<file path="config.mk">
export PLATFORM = sky130hd
export DESIGN_NAME = phymg_regs
export DESIGN_NICKNAME = d
export VERILOG_FILES = /design/src/design/phymg_regs_end.sv /design/src/design/phymg_pkg.sv /design/src/design/phymg_pin_mux.sv /design/src/design/phymg_regs.sv
export VERILOG_INCLUDE_DIRS = /design/src /design/src/design
export SDC_FILE = /design/constraint.sdc
export NUM_CORES = 1
export LEC_CHECK = 0
export ABC_AREA = 1
export BUFFER_PORTS_ARGS = -buffer_cell sky130_fd_sc_hd__buf_2
export CORE_ASPECT_RATIO = 0.8
export CORE_MARGIN = 2
export CORE_UTILIZATION = 60
export CTS_CLUSTER_SIZE = 10
export DETAILED_ROUTE_END_ITERATION = 7
export PLACE_DENSITY = 0.86
export SLEW_MARGIN = 20
export SYNTH_ARGS = -nofsm -noshare
export SYNTH_HDL_FRONTEND = slang
export SYNTH_SLANG_ARGS = --single-unit
</file>
<file path="constraint.sdc">
create_clock -name clk_sys -period 3.98 [get_ports clk_sys]
set_input_delay 1.194 -clock clk_sys [delete_from_list [all_inputs] [get_ports clk_sys]]
set_output_delay 1.194 -clock clk_sys [all_outputs]
set_load 0.005 [all_outputs]
</file>
<file path="src/design/phymg_consts.svh">
`ifndef PHYMG_CONSTS_SVH
`define PHYMG_CONSTS_SVH

// Register indices; the byte address is four times the index.
`define PHYMG_IDX_PKT_LOW 10'h1a8
`define PHYMG_IDX_PKT_HIGH 10'h1a9
`define PHYMG_IDX_ERR_CNT 10'h1aa
`define PHYMG_IDX_MODE 10'h1df
`define PHYMG_IDX_PIN_MUX 10'h1e0
`define PHYMG_IDX_LINK_LOSS 10'h1ec
`define PHYMG_IDX_PATTERN_CTRL 10'h1f0

// Reset values.
`define PHYMG_RST_MODE 16'h0040
`define PHYMG_RST_PIN_MUX 16'h417a
`define PHYMG_RST_LINK_LOSS 16'h1ffd
`define PHYMG_RST_PATTERN_CTRL 16'h0000

// Field positions in the mode register.
`define PHYMG_MODE_BRIDGE_BIT 6
`define PHYMG_MODE_MII_BIT 5
`define PHYMG_MODE_OP_MSB 2
`define PHYMG_MODE_OP_LSB 0
// Writable bits of the mode register; the rest read as zero.
`define PHYMG_MODE_WMASK 16'h0067

// Field positions in the pin source register.
`define PHYMG_PIN0_MSB 3
`define PHYMG_PIN0_LSB 0
`define PHYMG_PIN1_MSB 7
`define PHYMG_PIN1_LSB 4

// Link-loss disable bit.
`define PHYMG_LINK_LOSS_DIS_BIT 3

// Pattern control register bits.
`define PHYMG_CTRL_WRAP_BIT 0
`define PHYMG_CTRL_RX_DELIMITER_PULSE_BIT 1
`define PHYMG_CTRL_TX_DELIMITER_PULSE_BIT 2
`define PHYMG_CTRL_WMASK 16'h0007

// Error counter write bits that freeze the packet count.
`define PHYMG_ERR_LOCK_MASK 2'h3

// Saturation value of the packet count.
`define PHYMG_PKT_MAX 32'hffffffff

`endif

</file>
<file path="src/design/phymg_regs_end.sv">
`timescale 1ns/1ps

</file>
<file path="src/design/phymg_pkg.sv">
package phymg_pkg;

    typedef enum logic [2:0] {
        PHYMG_OP_RGMII_COPPER = 3'b000,
        PHYMG_OP_RGMII_1000X = 3'b001,
        PHYMG_OP_RGMII_100FX = 3'b010,
        PHYMG_OP_RGMII_SGMII = 3'b011,
        PHYMG_OP_CONV_1000 = 3'b100,
        PHYMG_OP_CONV_100 = 3'b101,
        PHYMG_OP_SGMII_COPPER = 3'b110,
        PHYMG_OP_RESERVED = 3'b111
    } phymg_opmode_t;

    typedef enum logic [3:0] {
        PHYMG_SRC_CLK_OUT = 4'h0,
        PHYMG_SRC_RSVD1 = 4'h1,
        PHYMG_SRC_INT = 4'h2,
        PHYMG_SRC_LINK = 4'h3,
        PHYMG_SRC_RSVD4 = 4'h4,
        PHYMG_SRC_TX_DELIM = 4'h5,
        PHYMG_SRC_RX_DELIM = 4'h6,
        PHYMG_SRC_WAKE = 4'h7,
        PHYMG_SRC_ENERGY = 4'h8,
        PHYMG_SRC_PAT_ERR = 4'h9,
        PHYMG_SRC_IND_TWO = 4'ha,
        PHYMG_SRC_IND_THREE = 4'hb,
        PHYMG_SRC_CRS = 4'hc,
        PHYMG_SRC_COL = 4'hd,
        PHYMG_SRC_ZERO = 4'he,
        PHYMG_SRC_ONE = 4'hf
    } phymg_pin_src_t;

endpackage

</file>
<file path="src/design/phymg_pin_mux.sv">
`timescale 1ns/1ps
module phymg_pin_mux
    import phymg_pkg::*;
(
    // Selection.
    input wire logic [3:0] sel,
    input wire logic copperMode,
    // Sources.
    input wire logic clkOut,
    input wire logic intr,
    input wire logic linkStatus,
    input wire logic txDelim,
    input wire logic rxDelim,
    input wire logic wakeEvent,
    input wire logic energyDetect,
    input wire logic patternErrors,
    input wire logic indicatorTwo,
    input wire logic indicatorPinThree,
    input wire logic carrierSense,
    input wire logic collision,
    // Result.
    output logic pinValue
);

    // Energy detect has no meaning outside the copper modes, so it is
    // held low there rather than passing a stale level.
    wire logic energyGated = energyDetect & copperMode;

    always_comb begin
        unique case (phymg_pin_src_t'(sel))
            PHYMG_SRC_CLK_OUT: pinValue = clkOut;
            PHYMG_SRC_RSVD1: pinValue = 1'b0;
            PHYMG_SRC_INT: pinValue = intr;
            PHYMG_SRC_LINK: pinValue = linkStatus;
            PHYMG_SRC_RSVD4: pinValue = 1'b0;
            PHYMG_SRC_TX_DELIM: pinValue = txDelim;
            PHYMG_SRC_RX_DELIM: pinValue = rxDelim;
            PHYMG_SRC_WAKE: pinValue = wakeEvent;
            PHYMG_SRC_ENERGY: pinValue = energyGated;
            PHYMG_SRC_PAT_ERR: pinValue = patternErrors;
            PHYMG_SRC_IND_TWO: pinValue = indicatorTwo;
            PHYMG_SRC_IND_THREE: pinValue = indicatorPinThree;
            PHYMG_SRC_CRS: pinValue = carrierSense;
            PHYMG_SRC_COL: pinValue = collision;
            PHYMG_SRC_ZERO: pinValue = 1'b0;
            PHYMG_SRC_ONE: pinValue = 1'b1;
        endcase
    end

endmodule

</file>
<file path="src/design/phymg_regs.sv">
// The AHB-Lite register port was chosen for this implementation.
`timescale 1ns/1ps
`include "phymg_consts.svh"
module phymg_regs
    import phymg_pkg::*;
(
    // Clock and reset.
    input wire logic clk_sys,
    input wire logic rst_n,
    // AHB-Lite slave.
    input wire logic hsel,
    input wire logic [31:0] haddr,
    input wire logic [1:0] htrans,
    input wire logic hwrite,
    input wire logic [2:0] hsize,
    input wire logic [31:0] hwdata,
    input wire logic hready,
    output logic [31:0] hrdata,
    output logic hreadyout,
    output logic hresp,
    // Pattern checker status.
    input wire logic rxPatternPacket,
    input wire logic [15:0] patternErrorCount,
    // Pin sources.
    input wire logic clkOut,
    input wire logic intr,
    input wire logic linkStatus,
    input wire logic txDelimiterPulse,
    input wire logic rxDelimiterPulse,
    input wire logic wakeEvent,
    input wire logic energyDetect,
    input wire logic patternErrors,
    input wire logic indicatorTwo,
    input wire logic indicatorPinThree,
    input wire logic carrierSense,
    input wire logic collision,
    // Configuration outputs.
    output logic [2:0] operationModeField,
    output logic bridgeDirectionSelect,
    output logic miiSelect,
    output logic linkLossDisable,
    output logic countWrap,
    output logic rxSfdEnable,
    output logic txSfdEnable,
    // General purpose pins.
    output logic pin0Out,
    output logic pin1Out
);

    function automatic logic regHit(input logic [9:0] idx,
                                    input logic [9:0] target);
        regHit = (idx == target);
    endfunction

    // Register state.
    logic [15:0] modeReg;
    logic [15:0] pinMuxReg;
    logic [15:0] linkLossReg;
    logic [15:0] ctrlReg;
    logic [31:0] rxPatternPackets;
    logic [31:0] frozenPackets;

    // Bus pipeline state.
    logic wrPend;
    logic [9:0] wrIdx;
    logic rdPend;
    logic [9:0] rdIdx;

    // Address phase decode.
    wire logic addrValid = hsel & htrans[1] & hready;
    wire logic takeWrite = addrValid & hwrite;
    wire logic takeRead = addrValid & ~hwrite;
    wire logic [9:0] addrIdx = haddr[11:2];

    // Data phase write strobes.
    wire logic wrMode = wrPend & regHit(wrIdx, `PHYMG_IDX_MODE);
    wire logic wrPinMux = wrPend & regHit(wrIdx, `PHYMG_IDX_PIN_MUX);
    wire logic wrLinkLoss = wrPend & regHit(wrIdx, `PHYMG_IDX_LINK_LOSS);
    wire logic wrCtrl = wrPend & regHit(wrIdx, `PHYMG_IDX_PATTERN_CTRL);
    wire logic wrErrCnt = wrPend & regHit(wrIdx, `PHYMG_IDX_ERR_CNT);
    wire logic freezeCount =
        wrErrCnt & (|(hwdata[1:0] & `PHYMG_ERR_LOCK_MASK));

    // Next register values.
    wire logic [15:0] next_modeReg =
        wrMode ? (hwdata[15:0] & `PHYMG_MODE_WMASK) : modeReg;
    wire logic [15:0] next_pinMuxReg =
        wrPinMux ? hwdata[15:0] : pinMuxReg;
    wire logic [15:0] next_linkLossReg =
        wrLinkLoss ? hwdata[15:0] : linkLossReg;
    wire logic [15:0] next_ctrlReg =
        wrCtrl ? (hwdata[15:0] & `PHYMG_CTRL_WMASK) : ctrlReg;

    // Packet counter: wrap only when the count mode bit is set.
    wire logic countWrapNow = ctrlReg[`PHYMG_CTRL_WRAP_BIT];
    wire logic atMax = (rxPatternPackets == `PHYMG_PKT_MAX);
    wire logic countStep =
        rxPatternPacket & (countWrapNow | ~atMax);
    wire logic [31:0] next_rxPatternPackets =
        countStep ? rxPatternPackets + 32'h00000001 : rxPatternPackets;
    // The snapshot keeps both halves consistent across two reads.
    wire logic [31:0] next_frozenPackets =
        freezeCount ? rxPatternPackets : frozenPackets;

    // Read data selection.
    logic [15:0] readValue;
    always_comb begin
        readValue = 16'h0000;
        if (regHit(rdIdx, `PHYMG_IDX_PKT_LOW)) begin
            readValue = frozenPackets[15:0];
        end else if (regHit(rdIdx, `PHYMG_IDX_PKT_HIGH)) begin
            readValue = frozenPackets[31:16];
        end else if (regHit(rdIdx, `PHYMG_IDX_ERR_CNT)) begin
            readValue = patternErrorCount;
        end else if (regHit(rdIdx, `PHYMG_IDX_MODE)) begin
            readValue = modeReg;
        end else if (regHit(rdIdx, `PHYMG_IDX_PIN_MUX)) begin
            readValue = pinMuxReg;
        end else if (regHit(rdIdx, `PHYMG_IDX_LINK_LOSS)) begin
            readValue = linkLossReg;
        end else if (regHit(rdIdx, `PHYMG_IDX_PATTERN_CTRL)) begin
            readValue = ctrlReg;
        end
    end
    wire logic [31:0] next_hrdata =
        rdPend ? {16'h0000, readValue} : hrdata;

    // Reads take one wait state so a read right after a write sees the
    // written value; writes complete with no wait.
    wire logic next_hreadyout = ~takeRead;

    // Pin routing.
    wire logic [2:0] opNow = modeReg[`PHYMG_MODE_OP_MSB:`PHYMG_MODE_OP_LSB];
    wire logic copperMode =
        (phymg_opmode_t'(opNow) == PHYMG_OP_RGMII_COPPER) |
        (phymg_opmode_t'(opNow) == PHYMG_OP_CONV_1000) |
        (phymg_opmode_t'(opNow) == PHYMG_OP_CONV_100) |
        (phymg_opmode_t'(opNow) == PHYMG_OP_SGMII_COPPER);
    wire logic sfdAny = ctrlReg[`PHYMG_CTRL_RX_DELIMITER_PULSE_BIT] |
        ctrlReg[`PHYMG_CTRL_TX_DELIMITER_PULSE_BIT];
    wire logic [3:0] pinSel [2];
    wire logic muxValue [2];
    assign pinSel[0] = pinMuxReg[`PHYMG_PIN0_MSB:`PHYMG_PIN0_LSB];
    assign pinSel[1] = pinMuxReg[`PHYMG_PIN1_MSB:`PHYMG_PIN1_LSB];

    generate
        for (genvar g = 0; g < 2; g++) begin : gen_pin
            phymg_pin_mux u_mux (
                .sel(pinSel[g]),
                .copperMode(copperMode),
                .clkOut(clkOut),
                .intr(intr),
                .linkStatus(linkStatus),
                .txDelim(txDelimiterPulse),
                .rxDelim(rxDelimiterPulse),
                .wakeEvent(wakeEvent),
                .energyDetect(energyDetect),
                .patternErrors(patternErrors),
                .indicatorTwo(indicatorTwo),
                .indicatorPinThree(indicatorPinThree),
                .carrierSense(carrierSense),
                .collision(collision),
                .pinValue(muxValue[g])
            );
        end
    endgenerate

    // The pins lag their sources by one clock because they are registered.
    wire logic next_pin0Out = sfdAny ? rxDelimiterPulse : muxValue[0];
    wire logic next_pin1Out = sfdAny ? txDelimiterPulse : muxValue[1];

    // Bus pipeline.
    always_ff @(posedge clk_sys) begin
        if (!rst_n) begin
            wrPend <= 1'b0;
            wrIdx <= 10'h000;
            rdPend <= 1'b0;
            rdIdx <= 10'h000;
            hreadyout <= 1'b1;
            hrdata <= 32'h00000000;
            hresp <= 1'b0;
        end else begin
            wrPend <= takeWrite;
            wrIdx <= takeWrite ? addrIdx : wrIdx;
            rdPend <= takeRead;
            rdIdx <= takeRead ? addrIdx : rdIdx;
            hreadyout <= next_hreadyout;
            hrdata <= next_hrdata;
            hresp <= 1'b0;
        end
    end

    // Configuration registers.
    always_ff @(posedge clk_sys) begin
        if (!rst_n) begin
            modeReg <= `PHYMG_RST_MODE;
            pinMuxReg <= `PHYMG_RST_PIN_MUX;
            linkLossReg <= `PHYMG_RST_LINK_LOSS;
            ctrlReg <= `PHYMG_RST_PATTERN_CTRL;
        end else begin
            modeReg <= next_modeReg;
            pinMuxReg <= next_pinMuxReg;
            linkLossReg <= next_linkLossReg;
            ctrlReg <= next_ctrlReg;
        end
    end

    // Packet count and its frozen copy.
    always_ff @(posedge clk_sys) begin
        if (!rst_n) begin
            rxPatternPackets <= 32'h00000000;
            frozenPackets <= 32'h00000000;
        end else begin
            rxPatternPackets <= next_rxPatternPackets;
            frozenPackets <= next_frozenPackets;
        end
    end

    // Registered outputs.
    always_ff @(posedge clk_sys) begin
        if (!rst_n) begin
            operationModeField <= 3'h0;
            bridgeDirectionSelect <= 1'b1;
            miiSelect <= 1'b0;
            linkLossDisable <= 1'b1;
            countWrap <= 1'b0;
            rxSfdEnable <= 1'b0;
            txSfdEnable <= 1'b0;
            pin0Out <= 1'b0;
            pin1Out <= 1'b0;
        end else begin
            operationModeField <= opNow;
            bridgeDirectionSelect <= modeReg[`PHYMG_MODE_BRIDGE_BIT];
            miiSelect <= modeReg[`PHYMG_MODE_MII_BIT];
            linkLossDisable <=
                linkLossReg[`PHYMG_LINK_LOSS_DIS_BIT];
            countWrap <= countWrapNow;
            rxSfdEnable <= ctrlReg[`PHYMG_CTRL_RX_DELIMITER_PULSE_BIT];
            txSfdEnable <= ctrlReg[`PHYMG_CTRL_TX_DELIMITER_PULSE_BIT];
            pin0Out <= next_pin0Out;
            pin1Out <= next_pin1Out;
        end
    end

endmodule

</file>
==> summary by stage, run 1 <==
Final layout
The number of antenna diodes in the final layout is 0. The finished cells cover 8454 sq um. Compared with the post-synthesis result, the final layout area differs by 12.84%. The final net count is 1,266. After filler insertion, the fill cell instance count of the layout stands at 1,017. The sequential cell area in the final layout is 3083 sq um. The area taken by multi-input logic gates is 3510 sq um. Of the cells placed in the final design, the portion with a size suffix greater than 1 is 0.1141.

Power and ir drop
The power share of the combinational group is 0.044. Internal power comes to 0.002532 W. The post-route total power is 0.003278 W. The sequential group share of total power is 0.477. The power density relative to cell area is 387.7 nW/um^2. The worst-case IR drop observed on VDD is 0.0003564 V. For this design the static power due to leakage is 3.637 nW. The clock network fraction of design power is 0.479.

Of the total power, the share spent switching nets is 0.2276. The net switching component of the power is 0.0007459 W.

Global route
The first global-routing pass estimated 31,460 microns of wire. The number of antenna violations at the first check in global routing is 0. Entering global routing, the biggest net connects 93 pins. The layer flagged by global routing as most heavily used is met1.

The met1 capacity usage during global routing is 0.4364. In the global route stage, met3 resource usage came out at 0.05864. For this run, the total global-route usage over all layers was measured as 0.2937. For this run the aggregate overflow at the end of global routing stands at 0. The number of global-route vias before repair was 6,414.

The routing usage on met2 is 0.4255.

Synth
The number of distinct library cells after synthesis is 35. The cell with the most instances after synthesis is sky130_fd_sc_hd__nand2_1. Ranked by total cell area, the synthesized netlist is headed by sky130_fd_sc_hd__dfxtp_1, sky130_fd_sc_hd__nand2_1, sky130_fd_sc_hd__inv_1. The most area-hungry cell type in the Yosys netlist is sky130_fd_sc_hd__dfxtp_1. The flip-flop and latch count after synthesis is 154. The post-synth design cell area is 7492 sq um. The share of synthesized area in the top cell type comes to 0.4115. For this run, asynchronously set or reset flops after synthesis account for 0. The mean instance size in the synthesized netlist is 6.842 sq um. During synthesis, Yosys emitted a total of 0 warnings. In the synthesized netlist, the cells that appear most often are sky130_fd_sc_hd__nand2_1, sky130_fd_sc_hd__inv_1, sky130_fd_sc_hd__dfxtp_1.

The register area share after synthesis is 0.4115. The number of flops mapped to enable cells by yosys is 0. Synthesis handed over a netlist of 1,095 instances. The primary flip-flop cell chosen by synthesis mapping is sky130_fd_sc_hd__dfxtp_1.

Placed design
During placement, the flow inserted port buffers numbering 88. The global placement routability congestion is 0.9541. The total cell area at the placement stage is 7885 sq um. Once detailed placement completed, the half-perimeter wirelength came to 13,510 microns.

Clocking
The number of setup buffers added after CTS is 0. The clock transition at the register clock pins on the worst setup and hold paths after CTS is 0.06 ns. At the later pin of the worst-skew pair, clock insertion delay measures 0.43 ns.

For this design, the sink count on the clock tree is 154. The number of gates resized after cts is 0. The TritonCTS clock tree is done. Counting the buffers created by CTS gives 17.

The tree is rooted in a sky130_fd_sc_hd__clkbuf_16. The maximum buffer depth of the clock tree is 2. The post-cts hold buffer count is 0. The deepest level of the CTS H-tree is 4.

Critical path
The worst setup path is captured at a flip-flop. The slowest cell on the critical path is sky130_fd_sc_hd__nand2_2. The data arrival time of the critical path is 2.89 ns.

The worst reg-to-reg setup slack is 1.38 ns. The startpoint of the most critical register-to-register path is rxPatternPackets[0]. Traced cell by cell, the critical path runs through ha_1 > nand3_1 > inv_1 > nand2_1 > inv_1 > nand3b_1 > nand2_2 > inv_2 > nand2_1 > a21oi_1. The worst setup path is of the reg -> reg kind. The largest fanout of any net on the critical path is 36. At the worst endpoint, the required time is 4.27 ns.

On the worst path, the slowest cell contributes a delay of 0.53 ns. The kind of start point of the critical path is a flip-flop. The worst register-to-register path ends at rxPatternPackets[21].

Measured in cells, the most critical reg-to-reg path has a length of 10.

Floorplanning
The floorplan step set the die height to 103.9 microns. The effective utilization at floorplan is 0.6160. The area of the die is 13,400 sq um. The initialized floorplan defines 36 standard-cell rows. The area of the core is 12,160 sq um.

In this run the count of I/O pins placed on the die edge is 148. The chip width is 128.9 microns.

Detailed routing
Using the TritonRoute via totals, the vias-per-cell ratio works out to 5.490. The number of vias after detailed routing is 7,280. The number of optimization iterations in the first detailed-route pass is 8. The number of nets still failing antenna checks after routing is 0. For this block, the routed nets add up to 19,240 microns of wire.

The number of design rule violations left after detail routing is 0. After detailed routing, the average wire length per cell comes to 14.51 microns. For this block, the initial DRC count from the detailed router was 828.

STA
Setup violations remaining at the end of the flow were counted as 0. The final total negative setup slack is 0 ns. Setup repair after global routing left no endpoint under its margin. The worst pin sits at a relative slew slack of 0.3399. The period utilization is 0.6533. On the final layout, the worst clock skew is 0.007146 ns. The hold violation count in the final report was 0. The worst path needs 2.600 ns of the cycle, external delays included. The number of slew-limit violations in the final report is 0.

The pin slew with the least headroom to its limit is 0.9866 ns. The tightest hold path in the finished design has a slack of 0.4347 ns. The achievable clock frequency is 0.3846 GHz.

Run
The number of maximum-capacitance constraint violations is 0.

Hold path
The type of the worst min-delay path is reg -> reg. The end of the worst hold path is miiSelect. The startpoint identified for the worst hold timing path is modeReg[5]. The number of cells on the worst hold path is 2.

Status
The run finished with clean final reports.
power groups by stage:
stage,Sequential (W),Clock [W],Combinational (W)
6_report,0.00156,0.00157,0.000144
2_1_floorplan,0.00159,0,0.0000963
3_5_place_dp,0.00160,0,0.000139
5_1_grt,0.00156,0.00164,0.000160
4_1_cts,0.00156,0.00157,0.000141
3_3_place_gp,0.00160,0,0.000137
registers in the layout, summed over array words and instances, names as in the netlist:
signal and flops:
rdIdx 10, rxPatternPackets 32, linkLossDisable 1, operationModeField 3, bridgeDirectionSelect 1, modeReg 5, rxSfdEnable 1, hrdata 16
pin1Out 1, ctrlReg 3, wrPend 1, txSfdEnable 1, miiSelect 1, wrIdx 10, frozenPackets 32, hreadyout 1
pin0Out 1, countWrap 1, linkLossReg 16, rdPend 1, pinMuxReg 16
how the worst max path moves through the flow:
stage | from | endpoint | cells after the start
floorplan | rst_n | pinMuxReg[3] | 6
global placement | rxPatternPacket | rxPatternPackets[7] | 5
detailed placement | rxPatternPacket | rxPatternPackets[7] | 5
CTS | rxPatternPackets[0] | rxPatternPackets[7] | 10
global route | rxPatternPackets[0] | rxPatternPackets[5] | 11
finish | rxPatternPackets[0] | rxPatternPackets[21] | 10
through the flow:
| stage | cells | setup WS [ns] | utilization |
|---|---|---|---|
| after floorplan | 1111 | 1.798 | - |
| after global placement | 1295 | 1.363 | 0.6484 |
| after detailed placement | 1295 | 1.317 | 0.6484 |
| after CTS | 1326 | 1.435 | 0.6952 |
| after global routing | 1326 | 1.114 | 0.6952 |
| final | 1326 | 1.380 | 0.6952 |
layout make-up:
cell class	instances	share of cell area
clock buffer	19	0.05239
clock inverter	12	0.01495
inverter	165	0.07326
multi-input combinational	732	0.4151
sequential	154	0.3647
tap	152	0.02250
timing repair buffer	92	0.05713
critical path, delay by kind of cell, from the launching register on:
family                     cells  cell delay, ns
and+or+nand+nor                5            1.15
buffers and inverters          3            0.61
DFF                            1            0.37
adders and majority gates      1            0.25
AOI/OAI and AO/OA              1            0.08
placed cells by master, fill, tap and decap left out, types with 2 or more instances in the layout:
cell type                    netlist  final
sky130_fd_sc_hd__nand4_1          18     18
sky130_fd_sc_hd__o221ai_1          2      2
sky130_fd_sc_hd__inv_2             2      3
sky130_fd_sc_hd__nand2_2           2      2
sky130_fd_sc_hd__clkinvlp_4        0      5
sky130_fd_sc_hd__conb_1            1     17
sky130_fd_sc_hd__nor2_1          128    128
sky130_fd_sc_hd__o21ai_1           7      7
sky130_fd_sc_hd__nand3_1          38     38
sky130_fd_sc_hd__nand3b_1          6      6
sky130_fd_sc_hd__nand2_1         227    227
sky130_fd_sc_hd__buf_4            23      3
sky130_fd_sc_hd__dfxtp_1         154    154
sky130_fd_sc_hd__a21oi_1          96     96
sky130_fd_sc_hd__xor2_1           23     23
sky130_fd_sc_hd__nor4_1            2      2
sky130_fd_sc_hd__o22ai_1          17     17
sky130_fd_sc_hd__bufinv_16         0      2
sky130_fd_sc_hd__or2_1             3      3
sky130_fd_sc_hd__nor3_1           19     19
sky130_fd_sc_hd__o21ai_0          81     81
sky130_fd_sc_hd__buf_2            10     88
sky130_fd_sc_hd__nor2_2            2      2
sky130_fd_sc_hd__inv_1           162    161
sky130_fd_sc_hd__clkbuf_16         0     17
sky130_fd_sc_hd__o211ai_1          3      3
sky130_fd_sc_hd__nor4_4            2      2
sky130_fd_sc_hd__clkinv_2          0      4
sky130_fd_sc_hd__o31ai_1           2      2
sky130_fd_sc_hd__a211oi_1         32     32
layer usage:
layer	up-vias	share of wire
met2	374	0.43
li1	3639	-
met3	38	0.098
met1	3229	0.45
met4	0	0.021
met5	-	0
kinds of logic after synthesis:
kind of cell / count (synthesis) / share of synthesized area
buffers and inverters: 225 / 0.1281
AO/OA/AOI/OAI: 240 / 0.1765
flip-flops: 154 / 0.4115
other: 1 / 0.0005005
adder cells (fa/ha/maj): 1 / 0.001670
AND/OR/NAND/NOR: 451 / 0.2548
XOR/XNOR: 23 / 0.02689
Note: power is estimated with default switching activity, not from simulation.
==> run 2, diff against run 1 <==
--- a/config.mk
+++ b/config.mk
@@ -6,14 +6,14 @@
 export SDC_FILE = /design/constraint.sdc
 export NUM_CORES = 1
 export LEC_CHECK = 0
-export ABC_AREA = 1
+export ABC_AREA = 0
 export BUFFER_PORTS_ARGS = -buffer_cell sky130_fd_sc_hd__buf_2
 export CORE_ASPECT_RATIO = 0.8
 export CORE_MARGIN = 2
-export CORE_UTILIZATION = 60
+export CORE_UTILIZATION = 49
 export CTS_CLUSTER_SIZE = 10
 export DETAILED_ROUTE_END_ITERATION = 7
-export PLACE_DENSITY = 0.86
+export PLACE_DENSITY = 0.76
 export SLEW_MARGIN = 20
 export SYNTH_ARGS = -nofsm -noshare
 export SYNTH_HDL_FRONTEND = slang
==> constraint.sdc (replaced) <==
create_clock -name clk_sys -period 2.1 [get_ports clk_sys]
set_input_delay 0.63 -clock clk_sys [delete_from_list [all_inputs] [get_ports clk_sys]]
set_output_delay 0.63 -clock clk_sys [all_outputs]
set_load 0.005 [all_outputs]
==> run 2 against run 1 <==
  * Worst hold slack gained 0.0090 ns
  * Final cell count decreased by 17%
  * Power is 94% higher
  * Die area rose by 13%
  * Non-clock buffer count grew 45
  * Combinational power increased by 74%
  * Setup slack lost 1.3 ns
  * Cell area decreased by 1.5%
  * Via count down 13%
  * Critical endpoint is now rxPatternPackets[24]
  * Largest cell class unchanged
  * Highest routed layer unchanged
==> summary by stage, run 2 <==
Final layout
The final net count came to 1,018 (was 1,266). Largest registers: frozenPackets: 32 flops, rxPatternPackets: 32 flops (unchanged). The final non-filler cell total is 1,106 (was 1,326).

The number of antenna repair diodes was 0 (unchanged). The sequential cell area in the final layout came to 3084 sq um (was 3083 sq um). Most frequent cells in the layout: sky130_fd_sc_hd__nand2_1, sky130_fd_sc_hd__dfxtp_1, sky130_fd_sc_hd__a21oi_1, sky130_fd_sc_hd__buf_2, sky130_fd_sc_hd__nor2_1 (was sky130_fd_sc_hd__nand2_1, sky130_fd_sc_hd__inv_1, sky130_fd_sc_hd__dfxtp_1, sky130_fd_sc_hd__nor2_1, sky130_fd_sc_hd__a21oi_1). The commonest non-fill, non-tap cell in the layout is sky130_fd_sc_hd__nand2_1 (unchanged). The filler cell count in the final layout is 1,187 (was 1,017). The area taken by multi-input logic gates is 3500 sq um (was 3510 sq um). The fraction of layout instances using a drive strength above 1 was 0.2095 (was 0.1141).

The relative area change from synthesis to final layout is 20.40% (was 12.84%).

Floorplanning
The chip width is 136.9 microns (was 128.9 microns). The vertical die dimension is 110.3 microns (was 103.9 microns). The area of the core is 13,690 sq um (was 12,160 sq um). The effective utilization at floorplan came to 0.5053 (was 0.6160).

The number of standard-cell rows in the floorplan is 38 (was 36). The count of boundary I/O pins was 148 (unchanged). The area of the die is 15,090 sq um (was 13,400 sq um).

STA
The achievable clock frequency is 0.5011 GHz (was 0.3846 GHz). The number of endpoints failing setup at the final stage is 0 (unchanged). The setup slack of the critical path after layout is 0.1044 ns (was 1.380 ns). The period utilization was 0.9503 (was 0.6533).

Unrepaired setup endpoints after global routing: yes (was no). The number of slew-limit violations in the final report is 0 (unchanged). The final setup skew is 0.005996 ns (was 0.007146 ns). The clock period minus worst slack was 1.996 ns (was 2.600 ns).

The relative max-transition margin is 0.6162 (was 0.3399). The pin slew with the least headroom to its limit is 0.5736 ns (was 0.9866 ns). The final-layout worst hold slack is 0.4437 ns (was 0.4347 ns). The hold violation count in the final report is 0 (unchanged).

Critical path
The worst reg-to-reg setup slack was 0.10 ns (was 1.38 ns). The required time of the critical path came to 2.45 ns (was 4.27 ns). The kind of end point of the critical path is a flip-flop (unchanged).

The capturing point of the worst reg2reg path is rxPatternPackets[24] (was rxPatternPackets[21]). The largest fanout of any net on the critical path is 8 (was 36). The data arrival time of the critical path is 2.34 ns (was 2.89 ns).

The worst reg2reg path depth came to 5 (was 10). The kind of start point of the critical path is a flip-flop (unchanged). The startpoint of the most critical register-to-register path is rxPatternPackets[5] (was rxPatternPackets[0]).

The class of the most critical setup path was reg -> reg (unchanged).

Detailed routing
The number of optimization iterations in the first detailed-route pass was 7 (was 8). The total wire length after detailed routing came to 18,440 microns (was 19,240 microns). The number of vias after detailed routing came to 6,336 (was 7,280). The average detailed-routed wire length per instance is 16.67 microns (was 14.51 microns).

The detail-routed via count per cell came to 5.729 (was 5.490). The number of nets still failing antenna checks after routing came to 0 (unchanged). The DRC marker count from the first detailed-route iteration was 569 (was 828).

The number of design rule violations left after detail routing is 0 (unchanged).

Synth
The async set or reset register ratio after synthesis is 0 (unchanged). The share of Yosys cell area claimed by the top area cell type is 0.4456 (was 0.4115). The most area-hungry cell type in the Yosys netlist is sky130_fd_sc_hd__dfxtp_1 (unchanged). The primary flip-flop cell chosen by synthesis mapping is sky130_fd_sc_hd__dfxtp_1 (unchanged). The register area share after synthesis is 0.4456 (was 0.4115). The synthesized netlist cell count was 808 (was 1,095).

The number of flops mapped to enable cells by yosys is 0 (unchanged). The flip-flop and latch count after synthesis is 154 (unchanged). The post-synth design cell area was 6919 sq um (was 7492 sq um).

The cell with the most instances after synthesis was sky130_fd_sc_hd__nand2_1 (unchanged). Post-synth top cells: sky130_fd_sc_hd__nand2_1, sky130_fd_sc_hd__dfxtp_1, sky130_fd_sc_hd__a21oi_1 (was sky130_fd_sc_hd__nand2_1, sky130_fd_sc_hd__inv_1, sky130_fd_sc_hd__dfxtp_1). The number of warnings printed during yosys synthesis is 0 (unchanged). The mean instance size in the synthesized netlist is 8.563 sq um (was 6.842 sq um). The number of distinct library cells after synthesis came to 68 (was 35).

Area contributors post-synth: sky130_fd_sc_hd__dfxtp_1, sky130_fd_sc_hd__nand2_1, sky130_fd_sc_hd__a21oi_1 (was sky130_fd_sc_hd__dfxtp_1, sky130_fd_sc_hd__nand2_1, sky130_fd_sc_hd__inv_1).

Clocking
The TritonCTS clock tree is done (unchanged). The number of gates resized after cts is 0 (unchanged). The number of buffers created by CTS is 17 (unchanged). The clock latency on the worst-skew pair is 0.42 ns (was 0.43 ns).

The clock transition at the register clock pins on the worst setup and hold paths after CTS is 0.06 ns (about the same). The number of sinks on the clock net is 154 (unchanged). The count of buffers added by post-CTS timing repair for setup is 0 (unchanged). The maximum buffer depth of the clock tree is 2 (unchanged).

The clock tree root buffer cell is sky130_fd_sc_hd__clkbuf_16 (unchanged). The post-cts hold buffer count was 0 (unchanged). The deepest level of the CTS H-tree came to 4 (unchanged).

Power and ir drop
The power density relative to cell area is 763.0 nW/um^2 (was 387.7 nW/um^2). The reported leakage power is 3.410 nW (was 3.637 nW). The highest ir drop seen on vdd is 0.0006700 V (was 0.0003564 V).

Hold path
The end of the worst hold path is linkLossReg[12] (was miiSelect). The number of cells on the worst hold path is 3 (was 2). The type of the worst min-delay path was in -> reg (was reg -> reg). The start point of the worst hold path is hwdata[12] (was modeReg[5]).

Global route
The final global-route overflow total is 0 (unchanged). The pin count of the biggest net entering global routing is 64 (was 93). The first-pass GRT wire length is 29,450 microns (was 31,460 microns).

The aggregate global-route resource usage came to 0.2496 (was 0.2937). The number of global-route vias before repair is 5,715 (was 6,414). The number of antenna violations at the first check in global routing is 0 (unchanged).

Run
The number of maximum-capacitance constraint violations is 0 (unchanged).

Placed design
The number of cells after detailed placement was 1,075 (was 1,295). The detailed-placement wirelength estimate was 13,260 microns (was 13,510 microns). The global placement routability congestion is 0.9229 (was 0.9541). The port buffer count is 88 (unchanged).

The worst-case setup slack after placement is 0.03707 ns (was 1.317 ns).

Status
Status: finished clean (unchanged).
run 2: routing by layer:
metal	up-vias	track usage	share of wire	wire length, microns
met2	244	0.3879	0.45	8244
met1	2979	0.3487	0.47	8644
met4	0	0.08027	0.018	327
met3	29	0.05213	0.066	1226
li1	3084	-	-	-
met5	-	0	0	0
run 2: area by class of cell:
type	count	share of cell area
clock buffer	19	0.05317
clock inverter	12	0.01968
sequential	154	0.3702
tap	180	0.02704
multi-input combinational	589	0.4201
timing repair buffer	137	0.1030
inverter	15	0.006759
run 2: power breakdown:
part / leakage (nW) / switching [W] / internal [W]
combinational: 1.88 / 0.000149 / 0.000102
clock: 0.283 / 0.00124 / 0.00191
sequential: 1.24 / 0.0000160 / 0.00294
total: 3.41 / 0.00140 / 0.00496
run 2: through the flow:
step	utilization	instance area (sq um)	TNS, ns	power, W
final	0.6084	8330	0	0.006356
after global routing	0.6084	8330	-0.01033	0.006551
after CTS	0.6072	8314	0	0.006379
after detailed placement	0.5629	7707	0	0.003269
after global placement	0.5629	7707	0	0.003266
after floorplan	-	6979	0	0.003158
run 2: how the worst max path moves through the flow:
stage               slack, ns                    to            startpoint
floorplan                0.19   rxPatternPackets[0]   rxPatternPackets[0]
global placement         0.07  rxPatternPackets[31]       rxPatternPacket
detailed placement       0.04  rxPatternPackets[31]       rxPatternPacket
CTS                      0.13  rxPatternPackets[19]  rxPatternPackets[14]
global route            -0.01  rxPatternPackets[24]   rxPatternPackets[5]
finish                   0.10  rxPatternPackets[24]   rxPatternPackets[5]
run 2: critical path: stages, from the launching register on:
cell                        delay, ns
sky130_fd_sc_hd__dfxtp_1         0.43
sky130_fd_sc_hd__nand4_4         0.21
sky130_fd_sc_hd__nor4_4          0.45
sky130_fd_sc_hd__o2111ai_2       0.29
sky130_fd_sc_hd__or3_1           0.40
sky130_fd_sc_hd__a21oi_1         0.14
run 2: cell families (layout without fill, tap and decap cells):
kind of cell,count (synthesis),after routing,share of synthesized area
other,1,17,0.0005420
adder cells (fa/ha/maj),1,1,0.001808
flip-flops,154,154,0.4456
multiplexers,46,46,0.06691
XOR/XNOR,5,5,0.006329
AND/OR/NAND/NOR,317,317,0.2329
AO/OA/AOI/OAI,203,203,0.1864
buffers and inverters,81,183,0.05949
